<file path="src/pkg/egress_tag_map.vh">
`ifndef EGRESS_TAG_MAP_VH
`define EGRESS_TAG_MAP_VH
// register offsets (byte addresses)
`define REG_EGRESS_PORT_TAG_CONFIG 8'h00
`define REG_PORT0_DEFAULT_VID_PRIO 8'h04
`define REG_PORT1_DEFAULT_VID_PRIO 8'h08
`define REG_PORT2_DEFAULT_VID_PRIO 8'h0c
`define REG_PORT0_TOTAL_DROP_COUNT 8'h10
`define REG_PORT1_TOTAL_DROP_COUNT 8'h14
`define REG_PORT2_TOTAL_DROP_COUNT 8'h18
`define REG_PORT0_RATE_DROP_COUNT  8'h1c
`define REG_PORT1_RATE_DROP_COUNT  8'h20
`define REG_PORT2_RATE_DROP_COUNT  8'h24
`define REG_EDITOR_STATUS          8'h28
// per-port config field, 8 bits a port at port*8
`define CFG_PORT_TYPE_LSB   0
`define CFG_INSERT_TAG      2
`define CFG_SRC_SELECT      3
`define CFG_CHANGE_TAG      4
`define CFG_CHANGE_VID      5
`define CFG_CHANGE_PRIO     6
`define CFG_RESET           32'h0000_0000
// egress port types
`define PT_PASSIVE 2'h0
`define PT_ACCESS  2'h1
`define PT_HYBRID  2'h2
`define PT_CPU     2'h3
// received tag kinds
`define TK_NONE     2'h0
`define TK_PRIO     2'h1
`define TK_NORMAL   2'h2
`define TK_SPECIAL  2'h3
// edit actions
`define ACT_PASS    2'h0
`define ACT_STRIP   2'h1
`define ACT_INSERT  2'h2
`define ACT_REWRITE 2'h3
`define DEFAULT_VID_PRIO_RESET 16'h0001
`define FIFO_DEPTH  8
`define FIFO_AW     3
`endif

</file>
<file path="src/verilog/egress_vlan_tag_editor.v">
`timescale 1ns/1ps
`include "egress_tag_map.vh"

module tag_fifo #(
  parameter WIDTH = 8,
  parameter DEPTH = 8,
  parameter AW    = 3
) (
  // clock and reset
  input  wire             clk_sys,
  input  wire             rst,
  // fill side
  input  wire             in_valid,
  output wire             in_ready,
  input  wire [WIDTH-1:0] in_data,
  // drain side
  output wire             out_valid,
  input  wire             out_ready,
  output wire [WIDTH-1:0] out_data
);
  reg [WIDTH-1:0] mem [0:DEPTH-1];
  reg [AW-1:0]    wr_ptr;
  reg [AW-1:0]    rd_ptr;
  reg [AW:0]      count;
  wire            do_wr;
  wire            do_rd;
  // full level held at the counter's width
  localparam [AW:0] FULL = DEPTH;

  assign in_ready  = (count != FULL);
  assign out_valid = (count != {(AW+1){1'b0}});
  assign out_data  = mem[rd_ptr];
  assign do_wr     = in_valid & in_ready;
  assign do_rd     = out_valid & out_ready;

  always @(posedge clk_sys) begin
    if (do_wr) begin
      mem[wr_ptr] <= in_data;
    end
  end

  always @(posedge clk_sys or posedge rst) begin
    if (rst) begin
      wr_ptr <= {AW{1'b0}};
      rd_ptr <= {AW{1'b0}};
      count  <= {(AW+1){1'b0}};
    end else begin
      if (do_wr) begin
        wr_ptr <= wr_ptr + 1'b1;
      end
      if (do_rd) begin
        rd_ptr <= rd_ptr + 1'b1;
      end
      if (do_wr && !do_rd) begin
        count <= count + 1'b1;
      end else if (do_rd && !do_wr) begin
        count <= count - 1'b1;
      end
    end
  end
endmodule // tag_fifo

module egress_vlan_tag_editor (
  // clock and reset
  input  wire        clk_sys,
  input  wire        rst,
  // register port
  input  wire [7:0]  reg_addr,
  input  wire [31:0] reg_wdata,
  input  wire        reg_wr,
  input  wire        reg_rd,
  output reg  [31:0] reg_rdata,
  // packet descriptor from transmit queues
  input  wire        pkt_valid,
  output wire        pkt_ready,
  input  wire [1:0]  egress_port,
  input  wire [1:0]  ingress_port,
  input  wire [1:0]  rx_tag_kind,
  input  wire [11:0] rx_vid,
  input  wire [2:0]  rx_prio,
  input  wire [2:0]  ingress_prio,
  // vlan table strip bits: one set for frame vid, one for ingress default vid
  input  wire [2:0]  strip_bits_frame_vid,
  input  wire [2:0]  strip_bits_default_vid,
  // drop events from the buffer manager
  input  wire [2:0]  buffer_drop,
  input  wire [2:0]  rate_drop,
  // edit decision to egress mac
  output wire        edit_valid,
  input  wire        edit_ready,
  output wire [1:0]  edit_action,
  output wire [11:0] edit_vid,
  output wire [2:0]  edit_prio,
  output wire        edit_strip_special,
  output wire        edit_fcs_regen
);
  // decision word: {strip special, action, vid, prio}
  localparam DW          = 18;
  localparam SPECIAL_BIT = 17;
  localparam ACT_LSB     = 15;
  localparam VID_LSB     = 3;

  reg  [31:0] egress_port_tag_config;
  reg  [15:0] default_vid_prio [0:2];
  reg  [31:0] total_drop_count [0:2];
  reg  [31:0] rate_drop_count  [0:2];
  reg  [15:0] edits_done;

  reg  [1:0]  next_action;
  reg  [11:0] next_vid;
  reg  [2:0]  next_prio;
  reg         next_strip_special;
  reg  [31:0] next_rdata;

  wire [7:0]  port_cfg;
  wire [1:0]  port_type;
  wire        strip_def;
  wire        strip_own;
  wire [11:0] sel_vid;
  wire [2:0]  sel_prio;
  wire [15:0] in_def;
  wire [15:0] eg_def;
  wire        fifo_in_ready;
  wire [DW-1:0] fifo_out;
  wire        eg_port_ok;
  wire        in_port_ok;
  wire [7:0]  raw_cfg;
  wire [11:0] in_def_vid;
  wire [11:0] eg_def_vid;
  wire [2:0]  eg_def_prio;
  wire        out_special;
  wire [1:0]  out_action;
  wire        edit_taken;

  function [7:0] cfg_of;
    input [31:0] cfg;
    input [1:0]  port;
    begin
      cfg_of = cfg[port*8 +: 8];
    end
  endfunction

  function reg_hit;
    input       strobe;
    input [7:0] addr;
    input [7:0] offset;
    begin
      reg_hit = strobe && (addr == offset);
    end
  endfunction

  // port code 3 names no port: it acts as passive with zero defaults rather than index past the tables
  assign eg_port_ok  = (egress_port != 2'h3);
  assign in_port_ok  = (ingress_port != 2'h3);
  assign raw_cfg     = cfg_of(egress_port_tag_config, egress_port);
  assign port_cfg    = eg_port_ok ? raw_cfg : 8'h00;
  assign port_type   = port_cfg[`CFG_PORT_TYPE_LSB +: 2];
  assign in_def      = in_port_ok ? default_vid_prio[ingress_port] : 16'h0000;
  assign eg_def      = eg_port_ok ? default_vid_prio[egress_port] : 16'h0000;
  assign in_def_vid  = in_def[11:0];
  assign eg_def_vid  = eg_def[11:0];
  assign eg_def_prio = eg_def[15:13];
  assign strip_def   = eg_port_ok & strip_bits_default_vid[egress_port];
  assign strip_own   = eg_port_ok & strip_bits_frame_vid[egress_port];
  // source select high takes the egress port defaults
  assign sel_vid     = port_cfg[`CFG_SRC_SELECT] ? eg_def_vid : in_def_vid;
  assign sel_prio    = port_cfg[`CFG_SRC_SELECT] ? eg_def_prio : ingress_prio;

  always @* begin
    next_action        = `ACT_PASS;
    next_vid           = rx_vid;
    next_prio          = rx_prio;
    next_strip_special = 1'b0;
    if (rx_tag_kind == `TK_SPECIAL) begin
      next_strip_special = (port_type != `PT_CPU);
    end else begin
      case (port_type)
        `PT_PASSIVE: next_action = `ACT_PASS;
        `PT_ACCESS: begin
          if (rx_tag_kind != `TK_NONE) begin
            next_action = `ACT_STRIP;
          end
        end
        `PT_HYBRID: begin
          case (rx_tag_kind)
            `TK_NONE: begin
              if (port_cfg[`CFG_INSERT_TAG] && !strip_def) begin
                next_action = `ACT_INSERT;
                next_vid    = sel_vid;
                next_prio   = sel_prio;
              end
            end
            `TK_PRIO: begin
              if (strip_def) begin
                next_action = `ACT_STRIP;
              end else begin
                next_action = `ACT_REWRITE;
                next_vid    = sel_vid;
                if (port_cfg[`CFG_CHANGE_PRIO]) begin
                  next_prio = sel_prio;
                end
              end
            end
            `TK_NORMAL: begin
              if (strip_own) begin
                next_action = `ACT_STRIP;
              end else if (!port_cfg[`CFG_CHANGE_TAG]) begin
                next_action = `ACT_PASS;
              end else if (!port_cfg[`CFG_CHANGE_VID] && !port_cfg[`CFG_CHANGE_PRIO]) begin
                next_action = `ACT_PASS;
              end else begin
                next_action = `ACT_REWRITE;
                if (port_cfg[`CFG_CHANGE_VID]) begin
                  next_vid = sel_vid;
                end
                if (port_cfg[`CFG_CHANGE_PRIO]) begin
                  next_prio = sel_prio;
                end
              end
            end
            default: next_action = `ACT_PASS;
          endcase
        end
        default: next_action = `ACT_PASS;
      endcase
    end
  end

  // decisions are queued so a stalled mac back-pressures the queues
  assign pkt_ready = fifo_in_ready;

  tag_fifo #(
    .WIDTH (DW),
    .DEPTH (`FIFO_DEPTH),
    .AW    (`FIFO_AW)
  ) u_fifo (
    .clk_sys   (clk_sys),
    .rst       (rst),
    .in_valid  (pkt_valid),
    .in_ready  (fifo_in_ready),
    .in_data   ({next_strip_special, next_action, next_vid, next_prio}),
    .out_valid (edit_valid),
    .out_ready (edit_ready),
    .out_data  (fifo_out)
  );

  assign out_special        = fifo_out[SPECIAL_BIT];
  assign out_action         = fifo_out[ACT_LSB +: 2];
  assign edit_strip_special = out_special;
  assign edit_action        = out_action;
  assign edit_vid           = fifo_out[VID_LSB +: 12];
  assign edit_prio          = fifo_out[2:0];
  assign edit_fcs_regen     = (out_action != `ACT_PASS) | out_special;
  assign edit_taken         = edit_valid & edit_ready;

  genvar g;
  generate
    for (g = 0; g < 3; g = g + 1) begin : g_cnt
      localparam [7:0] DEF_ADDR = `REG_PORT0_DEFAULT_VID_PRIO + 4 * g;
      always @(posedge clk_sys or posedge rst) begin
        if (rst) begin
          total_drop_count[g] <= 32'h0000_0000;
          rate_drop_count[g]  <= 32'h0000_0000;
        end else begin
          // a rate drop also counts in the total
          if (buffer_drop[g] || rate_drop[g]) begin
            total_drop_count[g] <= total_drop_count[g] + 32'h0000_0001;
          end
          if (rate_drop[g]) begin
            rate_drop_count[g] <= rate_drop_count[g] + 32'h0000_0001;
          end
        end
      end
      always @(posedge clk_sys or posedge rst) begin
        if (rst) begin
          default_vid_prio[g] <= `DEFAULT_VID_PRIO_RESET;
        end else if (reg_hit(reg_wr, reg_addr, DEF_ADDR)) begin
          default_vid_prio[g] <= reg_wdata[15:0];
        end
      end
    end
  endgenerate

  always @(posedge clk_sys or posedge rst) begin
    if (rst) begin
      egress_port_tag_config <= `CFG_RESET;
      edits_done             <= 16'h0000;
    end else begin
      if (reg_hit(reg_wr, reg_addr, `REG_EGRESS_PORT_TAG_CONFIG)) begin
        egress_port_tag_config <= reg_wdata;
      end
      // counts frames handed to the mac that need a new checksum
      if (edit_taken && edit_fcs_regen) begin
        edits_done <= edits_done + 16'h0001;
      end
    end
  end

  // read data built here, registered below so it stands only in the cycle after the strobe
  always @* begin
    next_rdata = 32'h0000_0000;
    if (reg_rd) begin
      case (reg_addr)
        `REG_EGRESS_PORT_TAG_CONFIG: next_rdata = egress_port_tag_config;
        `REG_PORT0_DEFAULT_VID_PRIO: next_rdata = {16'h0000, default_vid_prio[0]};
        `REG_PORT1_DEFAULT_VID_PRIO: next_rdata = {16'h0000, default_vid_prio[1]};
        `REG_PORT2_DEFAULT_VID_PRIO: next_rdata = {16'h0000, default_vid_prio[2]};
        `REG_PORT0_TOTAL_DROP_COUNT: next_rdata = total_drop_count[0];
        `REG_PORT1_TOTAL_DROP_COUNT: next_rdata = total_drop_count[1];
        `REG_PORT2_TOTAL_DROP_COUNT: next_rdata = total_drop_count[2];
        `REG_PORT0_RATE_DROP_COUNT:  next_rdata = rate_drop_count[0];
        `REG_PORT1_RATE_DROP_COUNT:  next_rdata = rate_drop_count[1];
        `REG_PORT2_RATE_DROP_COUNT:  next_rdata = rate_drop_count[2];
        `REG_EDITOR_STATUS:          next_rdata = {14'h0000, fifo_in_ready, edit_valid, edits_done};
        default:                     next_rdata = 32'h0000_0000;
      endcase
    end
  end

  always @(posedge clk_sys or posedge rst) begin
    if (rst) begin
      reg_rdata <= 32'h0000_0000;
    end else begin
      reg_rdata <= next_rdata;
    end
  end
endmodule // egress_vlan_tag_editor

</file>
<file path="config.mk">
export PLATFORM = sky130hd
export DESIGN_NAME = egress_vlan_tag_editor
export DESIGN_NICKNAME = d
export VERILOG_FILES = /design/src/verilog/egress_vlan_tag_editor.v
export VERILOG_INCLUDE_DIRS = /design/src /design/src/pkg
export SDC_FILE = /design/constraint.sdc
export NUM_CORES = 1
export LEC_CHECK = 0
export BUFFER_PORTS_ARGS = -buffer_cell sky130_fd_sc_hd__buf_2
export CELL_PAD_IN_SITES_DETAIL_PLACEMENT = 1
export CELL_PAD_IN_SITES_GLOBAL_PLACEMENT = 2
export CORE_MARGIN = 5
export CORE_UTILIZATION = 43
export CTS_CLUSTER_DIAMETER = 100
export DETAILED_ROUTE_END_ITERATION = 12
export GPL_TIMING_DRIVEN = 0
export PLACE_DENSITY_LB_ADDON = 0.1
export SETUP_SLACK_MARGIN = 0.5
export SYNTH_ARGS = -nofsm -noshare
export SYNTH_HDL_FRONTEND = slang
export SYNTH_SLANG_ARGS = --single-unit
</file>
<file path="constraint.sdc">
create_clock -name clk_sys -period 14.32 [get_ports clk_sys]
set_clock_uncertainty 0.05 [all_clocks]
set_input_delay 1.432 -clock clk_sys [delete_from_list [all_inputs] [get_ports clk_sys]]
set_output_delay 1.432 -clock clk_sys [all_outputs]
set_load 0.005 [all_outputs]
</file>
# Word level (Yosys, flattened, before mapping)
# Memory sizes are Yosys's and may differ from the RTL's.
# Cells that the tools add are included.
# word_totals
ff_bits	330
latch_bits	0
ramBits	144
romBits	0
input_bits	82
output_inout_bits	53
word_cells	129
memories	1
# memory_table
name	words	word_bits	read_ports	rd_ports_with_merged_regs	write_ports	line	source
u_fifo.mem	8	18	1	0	1	egress_vlan_tag_editor.v:21	reg [WIDTH-1:0] mem [0:DEPTH-1];
# op_classes
n_addsub	11
multipliers	0
n_div	0
magnitude_cmp	3
eq_ne	19
shifts	1
mux	49
bitwise	7
n_reduce_logical	23
# ops
operator	n
32-bit one-hot mux with 11 select lines	1
32-bit by 1-bit adder with 32-bit output (second input constant)	6
12-bit two-way mux	12
16-bit binary-select mux with 2-bit select	2
16-bit two-way mux	3
12-bit one-hot mux with 3 select lines	1
8-bit by 5-bit equality test with 1-bit output (second input constant)	4
32-bit two-way mux	1
32-bit by 6-bit variable part select with 7-bit output	1
3-bit two-way mux	9
8-bit by 6-bit equality test with 1-bit output (second input constant)	3
16-bit by 1-bit adder with 16-bit output (second input constant)	1
8-bit by 4-bit equality test with 1-bit output (second input constant)	2
2-bit two-way mux	6
1-bit logical AND	9
3-bit one-hot mux with 3 select lines	1
8-bit by 3-bit equality test with 1-bit output (second input constant)	1
8-bit logical NOT	1
4-bit two-way mux	2
7-bit two-way mux	1
3-bit by 1-bit adder with 3-bit output (second input constant)	2
2-bit equality test (second input constant)	3
3-bit >= comparator (second input constant)	2
1-bit two-way mux	6
17 further kinds	33

# Longest topological paths before layout
# Gate-level depths: netlist of run 1.
# depth
word_depth	13
depth_mapped	12

# Modules after synthesis
# A second synthesis of run 1 with hierarchy kept.
# unflattened
hier_cells	1810
hier_area_um2	23067.1
# by_module_without_submodules
module	n_inst	cells_each	area_each_um2	seq_area_each_um2
egress_vlan_tag_editor	1	1539	16928.7	8011.4
tag_fifo	1	271	6138.4	4574.4

# Worst setup path before layout of run 1
# No wires, ideal clock.
# synth_path
path_kind	input to register
startpoint	input egress_port[1]
endpoint	memory u_fifo.mem[0][0] (netlist bit), data pin
setup_time_ns	0.274
arrival_time_ns	3.523
t_required_ns	13.996
setup_slack_ns	10.474
path_stages	11
n_path_buf	3
path_cell_list	buf_2 and2b_1 buf_2 buf_1 nand2_1 o21a_1 inv_1 ha_1 inv_1 o32ai_2 mux2_2
# synth_between
elab_chain_len	13
# synth_lines
item	line	source
start, declared	egress_vlan_tag_editor.v:76	input wire [1:0] egress_port,
parallel branches: the longest is 11 deep, another holds 32-bit by 6-bit variable part select with 7-bit output	-	
3-bit two-way mux (*)	egress_vlan_tag_editor.v:177	case (port_type)
3-bit two-way mux (*)	egress_vlan_tag_editor.v:174	if (rx_tag_kind == `TK_SPECIAL) begin
net next_prio[0]	egress_vlan_tag_editor.v:111	reg [2:0] next_prio;
end, declared	egress_vlan_tag_editor.v:21	
# Mark *: on every way through the listed nets, which the timed path passes. The select of a mux whose other input is x is not followed.

# Final worst setup path of run 1
# layout_path
startpoint	register u_fifo.rd_ptr[1]
endpoint	output edit_fcs_regen
# layout_between
elab_chain_len	3
# layout_lines
item	line	source
start, declared	egress_vlan_tag_editor.v:23	reg [AW-1:0] rd_ptr;
start signal, assigned	egress_vlan_tag_editor.v:45	rd_ptr <= {AW{1'b0}};
start signal, assigned	egress_vlan_tag_editor.v:52	rd_ptr <= rd_ptr + 1'b1;
memory read 8 x 18 bit (*)	-	
2-bit nonzero test (no line)	-	
1-bit OR (*)	egress_vlan_tag_editor.v:253	assign edit_fcs_regen = (out_action != `ACT_PASS) | out_special;
end, declared	egress_vlan_tag_editor.v:95	output wire edit_fcs_regen
# Every way passes the cells marked *; elsewhere a longest branch is shown, timed or not.

==> qor.csv, run 1 <==
metric,value,unit
totalPowerFinal,3.884,mW
fill_cells,5306,
die_w,238.6,um
cp.required,12.84,ns
status,"finished, final reports clean",
cts_buffers,52,
yosysTopAreaCellShare,36.41,%
hold_depth,1,
placed_cell_area,24210,um^2
synth_fa_ha_area_share,0.9241,%
drive_gt1_share,24.64,%
vias,15236,
fmax,0.2230,GHz
synth_top_area_cell,dfrtp_1,
synthXorXnorAreaFrac,8.144,%
ys_top_cells_by_area,"dfrtp_1 36%, edfxtp_1 19%, xnor2_1 5.3%",
cts-root-buf,clkbuf_16,
vias_per_cell,5.809,
worst-setup-path-type,reg2out,
io-pin-count,135,
syn-num-nets,1807,
fin_nets,2000,
grt_pass1_vias,15937,
drt_iter0_drc,1347,
post-route-util,50.47,%
synth_cells,1709,
ir_worst_vdd,0.09303,mV
met2_usage,40.25,%
insertion_delay,0.61,ns
clock_path_buffers,3,
met3_usage,3.980,%
reg2reg_slack,10.74,ns
async_flop_share,69.62,%
synthFlopType,dfrtp_1,
critPathArrivalTime,3.00,ns
layout-area-overhead-vs-synth,15.66,%
rsz0062_at_grt,no,
stdcell_area,26000,um^2
synth_top_family_by_area,multiplexers,
clkTransAtPathRegs,0.06,ns
synth.cells.most_frequent,"327 x dfrtp_1, 144 x edfxtp_1, 135 x xnor2_1",
drt-total-wl,70030,um
grt_max_degree,96,
synth-warning-count,0,
cts-hold-fix-buffers,0,
syn_avg_cell_area,13.15,um^2
cts_setup_buffers,0,
dp_hpwl,52470,um
cts.sinks,474,
wl_per_cell,26.70,um
worstHoldEndpoint,total_drop_count[31],
regToRegEndpoint,u_fifo.count[3],
tightest_slew,1.271,ns
whs,0.4217,ns
grt_usage,24.34,%
critPathMaxFanout,10,
hold_class,reg2reg,
drv_slew,0,
worstSetupStartpointType,flip-flop,
dieHeight,238.6,um
gp_congestion,0.8711,
grt_busiest_layer,met2,
synth.ff_latch_count,474,
cts_tree,built,
p_leak,11.02,nW
setup_violations,0,
yosysSeqAreaShare,56.00,%
postRouteAntennaNets,0,
fin_crit_sh,31.32,%
drc,0,
place_inst,2528,
synth_simple_gate_area_share,11.08,%
hp-start,total_drop_count[31],
overflow,0,
instances_no_fill,2623,
r2r-start,u_fifo.count[0],
ctsHtreeMaxLevel,2,
reg2regPathDepth,12,
die_area,56940,um^2
slew_headroom,14.09,%
hold_viol,0,
gr-usage-met1,33.82,%
muxShareOfSynthArea,13.76,%
drt_pass1_iterations,5,
cts_resized,0,
portBuffers,126,
powerDensity,149.4,nW/um^2
core,51510,um^2
synth_area,22480,um^2
synth_most_common_cell,dfrtp_1,
grt_antenna_before_repair,5,
num_rows,83,
start_util,43.64,%
synth-edff-count,144,
maxCapViolCount,0,
synth_compound_area_share,7.459,%
period_needed,4.485,ns
synthDistinctLibCells,71,
endpoint_kind,output pin,
grt_pass1_wl,105000,um
## power breakdown
group / internal [mW] / switching [mW] / total [mW]
Combinational: 0.358 / 0.391 / 0.750
Clock: 0.845 / 0.563 / 1.41
Sequential: 1.56 / 0.171 / 1.73
Total: 2.76 / 1.12 / 3.88
## metal layers
metal / share of wire [%] / wire, um
met5: 0.057 / 40
met4: 2.5 / 1741
met3: 5.9 / 4107
met2: 49 / 34040
met1: 43 / 30100
## cell type report
| cell class | count | area, um^2 | share of cell area (%) |
|---|---|---|---|
| antenna | 3 | 7.507 | 0.02888 |
| clock buffer | 71 | 1474 | 5.669 |
| tap | 680 | 850.8 | 3.273 |
| multi-input combinational | 1125 | 9329 | 35.88 |
| sequential | 474 | 12590 | 48.41 |
| inverter | 34 | 135.1 | 0.5198 |
| timing repair buffer | 139 | 848.3 | 3.263 |
| clock inverter | 21 | 301.5 | 1.160 |
| buffer | 76 | 465.4 | 1.790 |
## placed cells by master (no fill, tap or decap), types with 53 or more instances in the layout
cell type / count
dfrtp_1: 327
nand3_1: 61
buf_2: 150
clkbuf_16: 53
xnor2_1: 135
xor2_1: 74
edfxtp_1: 144
a22oi_1: 60
nor2_1: 105
nand2_1: 101
mux2_4: 60
mux2_2: 63
nand4_1: 56
## how the worst max path moves through the flow
stage / start / end / slack (ns) / cells past startpoint
floorplan: rst / default_vid_prio[10] / 3.70 / 1
global route: u_fifo.rd_ptr[1] / edit_fcs_regen / 9.73 / 8
CTS: u_fifo.rd_ptr[1] / edit_fcs_regen / 9.78 / 8
finish: u_fifo.rd_ptr[1] / edit_fcs_regen / 9.83 / 8
detailed placement: egress_port[1] / u_fifo.mem[7][5] / 9.62 / 12
global placement: rst / rate_drop_count[0] / -0.45 / 2
## registers in the layout, summed over array words and instances, names as in the netlist
name                    cells
u_fifo.mem                144
rate_drop_count            96
total_drop_count           96
default_vid_prio           48
egress_port_tag_config     32
reg_rdata                  32
edits_done                 16
u_fifo.count                4
u_fifo.rd_ptr               3
u_fifo.wr_ptr               3
## per-stage QoR
step	TNS [ns]	worst slack [ns]
floorplan	0	3.703
global placement	-133.89	-0.4476
CTS	0	9.779
global route	0	9.732
finish	0	9.835
detailed placement	0	9.617
## kinds of logic after synthesis
group	count (synthesis)
compound gates	226
fa+ha+maj	16
mux	216
flops	474
buf+inv	110
xor+xnor	209
simple gates	458
## critical path: stages, from the launching register on
cell     delay (ns)
dfrtp_1        0.37
buf_6          0.19
mux4_2         0.52
mux2i_1        0.25
and3_1         0.38
buf_2          0.26
buf_6          0.18
inv_1          0.09
buf_2          0.13
Note: power is estimated with default switching activity, not from simulation.
==> run 2, diff against run 1 <==
--- a/config.mk
+++ b/config.mk
@@ -6,11 +6,12 @@
 export SDC_FILE = /design/constraint.sdc
 export NUM_CORES = 1
 export LEC_CHECK = 0
+export ABC_AREA = 1
 export BUFFER_PORTS_ARGS = -buffer_cell sky130_fd_sc_hd__buf_2
 export CELL_PAD_IN_SITES_DETAIL_PLACEMENT = 1
 export CELL_PAD_IN_SITES_GLOBAL_PLACEMENT = 2
 export CORE_MARGIN = 5
-export CORE_UTILIZATION = 43
+export CORE_UTILIZATION = 34
 export CTS_CLUSTER_DIAMETER = 100
 export DETAILED_ROUTE_END_ITERATION = 12
 export GPL_TIMING_DRIVEN = 0
==> constraint.sdc (replaced) <==
create_clock -name clk_sys -period 3.9 [get_ports clk_sys]
set_clock_uncertainty 0.05 [all_clocks]
set_input_delay 0.39 -clock clk_sys [delete_from_list [all_inputs] [get_ports clk_sys]]
set_output_delay 0.39 -clock clk_sys [all_outputs]
set_load 0.005 [all_outputs]
==> qor.csv, run 2 <==
metric,value,unit,change
regMostFlops,u_fifo.mem,,
largest_reg_flops,144,,unchanged
switching_share,33.70,%,+4.7 points
cts.sinks,474,,unchanged
powerDensity,523.6,nW/um^2,+250%
final_cell_mix,"827 x nand2_1, 399 x nor2_1, 327 x dfrtp_1, 285 x inv_1, 201 x o21ai_0",,
drive_gt1_share,11.48,%,-13 points
comb_power_share,23.0,%,+3.7 points
register_area,12590,um^2,unchanged
hold_depth,3,,+2
grt_pass1_vias,22519,,+41%
crit_slowest_cell,clkbuf_1,,
p_switching,5.144,mW,+360%
cp.depth,7,,-1
maxCapViolCount,0,,unchanged
grt_pass1_wl,141200,um,+34%
top_regs,"u_fifo.mem x144, rate_drop_count x96, total_drop_count x96",,
grt_antenna_before_repair,1,,-4
cp.required,3.46,ns,-9.38 ns
muxShareOfSynthArea,0.4082,%,-13 points
worstSetupStartpointType,flip-flop,,
synth_top_family_by_area,simple AND/OR/NAND/NOR gates,,
hold_viol,0,,unchanged
endpoint_kind,output pin,,
start_util,34.15,%,-9.5 points
async_flop_share,69.62,%,unchanged
p_seq_share,41.5,%,-3.0 points
worst-setup-path-type,reg2out,,
synth_compound_area_share,7.267,%,-0.19 points
ctsHtreeMaxLevel,2,,unchanged
critPathArrivalTime,2.74,ns,-0.26 ns
layout-area-overhead-vs-synth,17.42,%,
yosysSeqAreaShare,50.69,%,-5.3 points
fin_nets,3352,,+68%
rsz0062_at_grt,no,,
fill_cells,8760,,+65%
grt_busiest_layer,met2,,
fmax,0.3140,GHz,
cp_common_cell,buf_2,,
layout_commonest_cell,nand2_1,,
worst-path-buf-inv,3,,-2
synth-edff-count,144,,unchanged
drv_slew,0,,unchanged
critPathMaxFanout,10,,unchanged
clkPwrFrac,35.4,%,-0.8 points
ys_top_cells_by_area,"dfrtp_1 33%, edfxtp_1 17%, nand2_1 13%",,
hold_class,in2reg,,
yosysTopAreaCellShare,32.96,%,-3.4 points
overflow,0,,unchanged
max_stage_delay,0.52,ns,about the same
synth_fa_ha_area_share,0.8366,%,-0.088 points
portBuffers,127,,+0.79%
grt_usage,23.43,%,-0.91 points
synthFlopType,dfrtp_1,,
drt_pass1_iterations,5,,unchanged
instances_no_fill,4261,,+62%
postRouteAntennaNets,0,,unchanged
synth_cells,3035,,+78%
setup_violations,0,,unchanged
cts_buffers,55,,+5.8%
clkTransAtPathRegs,0.06,ns,about the same
die_w,280.2,um,+17%
wl_per_cell,21.96,um,-18%
ir_worst_vdd,0.3791,mV,+310%
synth_top_area_cell,dfrtp_1,,
met3_usage,3.395,%,-0.59 points
critPathTopFamily,buffers and inverters,,
dieHeight,280.2,um,+17%
drt-total-wl,93560,um,+34%
synth-warning-count,0,,unchanged
die_area,78530,um^2,+38%
internal_power,10.12,mW,+270%
multi_input_area,10600,um^2,+14%
slew_headroom,37.17,%,+23 points
core,72710,um^2,+41%
grt_max_degree,43,,-55%
cts_setup_buffers,0,,unchanged
fin_crit_sh,81.65,%,
p_leak,13.40,nW,+22%
dp_hpwl,74110,um,+41%
synth_most_common_cell,nand2_1,,
clock_path_buffers,3,,unchanged
synth_area,24830,um^2,+10%
cts_tree,built,,
synthDistinctLibCells,49,,-31%
cts-root-buf,clkbuf_16,,
reg2regPathDepth,12,,unchanged
syn-num-nets,3133,,+73%
io-pin-count,135,,unchanged
syn_avg_cell_area,8.180,um^2,-38%
drc,0,,unchanged
place_inst,4138,,+64%
gr-usage-met1,33.52,%,-0.30 points
status,"finished, final reports clean",,
synth.ff_latch_count,474,,unchanged
setup_tns,0,ns,unchanged
synthXorXnorAreaFrac,6.138,%,-2.0 points
synth.cells.most_frequent,"827 x nand2_1, 408 x nor2_1, 327 x dfrtp_1",,
synth_simple_gate_area_share,27.94,%,+17 points
vias,21588,,+42%
tightest_slew,0.9352,ns,-0.3354 ns
met2_usage,37.43,%,-2.8 points
drt_iter0_drc,1389,,+3.1%
insertion_delay,0.64,ns,+0.03 ns
vias_per_cell,5.066,,-13%
num_rows,99,,+19%
gp_congestion,0.8982,,+3.1%
period_needed,3.184,ns,
cp_cell_sequence,buf_2 > clkbuf_1 > o21ai_0 > o22ai_1 > nor2_1 > a31oi_1 > buf_2,,
## run 2: changes by cell type in the layout (fill, tap and decap cells not counted), moves of 44 or more
| cell | before | now |
|---|---|---|
| a22oi_1 | 60 | 12 |
| inv_1 | 33 | 285 |
| mux2_2 | 63 | 5 |
| mux2_4 | 60 | 0 |
| mux2i_1 | 48 | 0 |
| mux4_2 | 44 | 0 |
| nand2_1 | 101 | 827 |
| nand3_1 | 61 | 194 |
| nor2_1 | 105 | 399 |
| o21ai_0 | 14 | 201 |
| xnor2_1 | 135 | 46 |
| xor2_1 | 74 | 128 |
## run 2: layout make-up
| type | instances | area share (%) |
|---|---|---|
| flip-flops and latches | 474 | 43.17 |
| well taps | 959 | 4.116 |
| inverters | 302 | 3.919 |
| repair buffers | 162 | 4.086 |
| plain buffers | 99 | 1.833 |
| diodes | 1 | 0.008584 |
| clock inverters | 25 | 1.056 |
| clock buffers | 79 | 5.442 |
| multi-input cells | 2160 | 36.37 |
## run 2: timing repair
item	CTS	global route
setup endpoints to repair	1	105
cloned	0	0
hold buffers	18	0
gates resized for setup	3	6
hold endpoints to repair	47	0
## run 2: power by group through the flow
stage | Combinational (mW) | Sequential [mW] | Clock, mW
final | 3.51 | 6.34 | 5.41
after global routing | 3.93 | 6.41 | 5.76
after CTS | 3.59 | 6.33 | 5.56
after detailed placement | 3.55 | 6.42 | 0
after global placement | 3.31 | 6.41 | 0
after floorplan | 2.19 | 6.22 | 0
## run 2: cell families (layout without fill, tap and decap cells)
logic type | Yosys count | in the layout
xor gates and xnor gates | 174 | 174
DFF | 474 | 474
AOI/OAI and AO/OA | 333 | 333
muxes | 9 | 9
other | 0 | 1
and+or+nand+nor | 1628 | 1628
adders and majority gates | 16 | 16
buffers and inverters | 401 | 667
## run 2: tightest hold or removal path, cell delays in order
cell     delay [ns]
buf_2          0.08
inv_1          0.07
o21ai_1        0.13
## run 2: final timing paths
check / startpoint / end / slack (ns)
max in group asynchronous: rst / default_vid_prio[32] / 1.86
min in group asynchronous: rst / total_drop_count[45] / 0.43
setup / recovery: u_fifo.rd_ptr[1] / edit_vid[10] / 0.72
setup reg to reg: egress_port_tag_config[17] / u_fifo.mem[0][0] / 1.05
hold / removal: reg_wdata[14] / default_vid_prio[30] / 0.03
hold reg to reg: total_drop_count[63] / total_drop_count[63] / 0.42
## run 2: through the flow
stage	cell area (um^2)	hold WS, ns	setup WS, ns	power (mW)	util (%)
3_3_place_gp	26670	0.4060	-3.420	9.717	36.68
4_1_cts	29140	0.004424	0.5069	15.47	40.08
3_5_place_dp	27060	0.4126	-0.1115	9.972	37.22
6_report	29150	0.03052	0.7158	15.26	40.09
5_1_grt	29150	0.02062	0.5277	16.11	40.09
2_1_floorplan	24830	0.3920	-0.9442	8.408	-
## run 2: layer usage
metal / wire [um] / vias up
li1: - / 10294
met1: 44140 / 10737
met2: 42470 / 437
met3: 4276 / 120
met4: 2670 / 0
met5: 0 / -
==> run 3, diff against run 2 <==
--- a/config.mk
+++ b/config.mk
@@ -11,7 +11,7 @@
 export CELL_PAD_IN_SITES_DETAIL_PLACEMENT = 1
 export CELL_PAD_IN_SITES_GLOBAL_PLACEMENT = 2
 export CORE_MARGIN = 5
-export CORE_UTILIZATION = 34
+export CORE_UTILIZATION = 38
 export CTS_CLUSTER_DIAMETER = 100
 export DETAILED_ROUTE_END_ITERATION = 12
 export GPL_TIMING_DRIVEN = 0
==> constraint.sdc (replaced) <==
create_clock -name clk_sys -period 3.11 [get_ports clk_sys]
set_clock_uncertainty 0.05 [all_clocks]
set_input_delay 0.311 -clock clk_sys [delete_from_list [all_inputs] [get_ports clk_sys]]
set_output_delay 0.311 -clock clk_sys [all_outputs]
set_load 0.005 [all_outputs]
==> qor.csv, run 3 (synthesis results as in run 2) <==
metric,value,unit,change
status,"finished, final reports clean",,
cts-root-buf,clkbuf_16,,
endpoint_kind,flip-flop,,
hp-start,reg_wdata[0],,
crit_path_start,egress_port_tag_config[25],,
start_util,38.44,%,+4.3 points
period_needed,2.633,ns,
grt_usage,25.76,%,+2.3 points
vias_per_cell,5.246,,+3.6%
drive_gt1_share,13.87,%,+2.4 points
fin_nets,3403,,+1.5%
maxCapViolCount,0,,unchanged
setup_violations,0,,unchanged
whs,0.02873,ns,-0.001787 ns
slew_headroom,36.43,%,-0.74 points
drt-total-wl,93450,um,-0.11%
grt_pass1_wl,140900,um,-0.19%
cp_cell_sequence,nor2_1 > o21ai_0 > nand2_1 > inv_1 > ha_1 > inv_1 > nor2_4 > nand2_1 > a21oi_1,,
cts_tree,built,,
ctsHtreeMaxLevel,2,,unchanged
post-route-util,46.43,%,+6.3 points
largest_reg_flops,144,,unchanged
r2r-start,egress_port_tag_config[25],,
fmax,0.3798,GHz,
gp_congestion,0.8985,,about the same
max_stage_delay,0.73,ns,+0.21 ns
die_w,265.6,um,-5.2%
fin_crit_sh,84.66,%,
top_regs,"u_fifo.mem x144, rate_drop_count x96, total_drop_count x96",,
core,64580,um^2,-11%
tightest_slew,0.9535,ns,+0.01829 ns
wl_per_cell,22.21,um,+1.2%
cts.sinks,474,,unchanged
overflow,0,,unchanged
hold_class,in2reg,,
fill_cells,7690,,-12%
powerDensity,683.9,nW/um^2,+31%
num_rows,93,,-6.1%
hold_viol,0,,unchanged
grt_pass1_vias,23207,,+3.1%
die_area,70550,um^2,-10%
layout-area-overhead-vs-synth,20.77,%,
cp.required,3.37,ns,-0.09 ns
crit_slowest_cell,a21oi_1,,
grt_max_degree,44,,+2.3%
regMostFlops,u_fifo.mem,,
drc,0,,unchanged
clock_path_buffers,3,,unchanged
io-pin-count,135,,unchanged
clkTransAtPathRegs,0.06,ns,about the same
ir_worst_vdd,0.4141,mV,+9.2%
vias,22072,,+2.2%
diodes,0,,-1
final_cell_mix,"818 x nand2_1, 395 x nor2_1, 325 x dfrtp_1, 285 x inv_1, 191 x nand3_1",,
grt_antenna_before_repair,1,,unchanged
worst-path-buf-inv,2,,-1
critPathTopFamily,compound AO/OA/AOI/OAI gates,,
drt_pass1_iterations,5,,unchanged
insertion_delay,0.65,ns,about the same
portBuffers,127,,unchanged
dp_hpwl,71440,um,-3.6%
dieHeight,265.6,um,-5.2%
layout_commonest_cell,nand2_1,,
postRouteAntennaNets,0,,unchanged
cts_buffers,56,,+1.8%
place_inst,4034,,-2.5%
worstSetupStartpointType,flip-flop,,
worst-setup-path-type,reg2reg,,
drt_iter0_drc,1517,,+9.2%
rsz0062_at_grt,yes,,
critPathArrivalTime,2.89,ns,+0.15 ns
instances_no_fill,4207,,-1.3%
p_leak,13.82,nW,+3.1%
drv_slew,0,,unchanged
critPathMaxFanout,8,,-2
-- run 3: what timing repair did --
item                                    CTS  global route
hold buffers                             40             0
pin swaps                                 6            20
buffers inserted                          9            16
resized for setup                        73            54
cloned                                    0             3
endpoints found under the setup margin  113           121
endpoints found under the hold margin   148             0
-- run 3: metal layers --
| layer | up-vias | GRT usage, % | routed length [um] | part of all wire, % |
|---|---|---|---|---|
| met5 | - | 0 | 0 | 0 |
| met4 | 0 | 5.913 | 2200 | 2.4 |
| met2 | 458 | 42.91 | 44290 | 47 |
| li1 | 10403 | - | - | - |
| met3 | 113 | 3.052 | 3789 | 4.1 |
| met1 | 11098 | 36.36 | 43170 | 46 |
-- run 3: per-stage QoR --
stage          area, um^2  setup slack (ns)  power [mW]  TNS (ns)
6_report            29980            0.4770       20.50         0
5_1_grt             29980            0.4030       21.53         0
4_1_cts             29670            0.4414       20.15         0
3_5_place_dp        26920           -0.3260       12.46    -24.48
3_3_place_gp        26550            -4.076       12.12  -1340.25
2_1_floorplan       24840            -1.655       10.55   -542.64
-- run 3: area by class of cell --
cell class                      instances  area (um^2)  share of cell area (%)
Inverter                              302         1164                   3.881
Clock buffer                           66         1509                   5.033
Tap cell                              855         1070                   3.568
Clock inverter                         39        520.5                   1.736
Sequential cell                       474        12590                   41.98
Multi-Input combinational cell       2160        10750                   35.84
Timing Repair Buffer                  212         1622                   5.408
Buffer                                 99        764.5                   2.550
-- run 3: worst paths after layout --
| check | slack [ns] | end | depth (start not counted) |
|---|---|---|---|
| worst max-delay path | 0.48 | u_fifo.mem[2][15] | 9 |
| worst min-delay path | 0.03 | default_vid_prio[32] | 3 |
| worst max register to register | 0.48 | u_fifo.mem[2][15] | 9 |
| worst min register to register | 0.44 | total_drop_count[63] | 1 |
| max in group asynchronous | 1.64 | default_vid_prio[16] | 6 |
| min in group asynchronous | 0.16 | rate_drop_count[30] | 3 |
-- run 3: power by group --
| group | switching, mW | internal, mW | total (mW) |
|---|---|---|---|
| Combinational | 3.25 | 2.11 | 5.36 |
| Clock | 2.98 | 4.19 | 7.17 |
| Sequential | 0.741 | 7.23 | 7.97 |
| Total | 6.97 | 13.5 | 20.5 |
-- run 3: worst reg2reg max path, cell delays in order (launching register included) --
cell and delay, ns:
dfrtp_1 0.55, nor2_1 0.09, o21ai_0 0.19, nand2_1 0.11, inv_1 0.09, ha_1 0.16
inv_1 0.07, nor2_4 0.15, nand2_1 0.08, a21oi_1 0.73
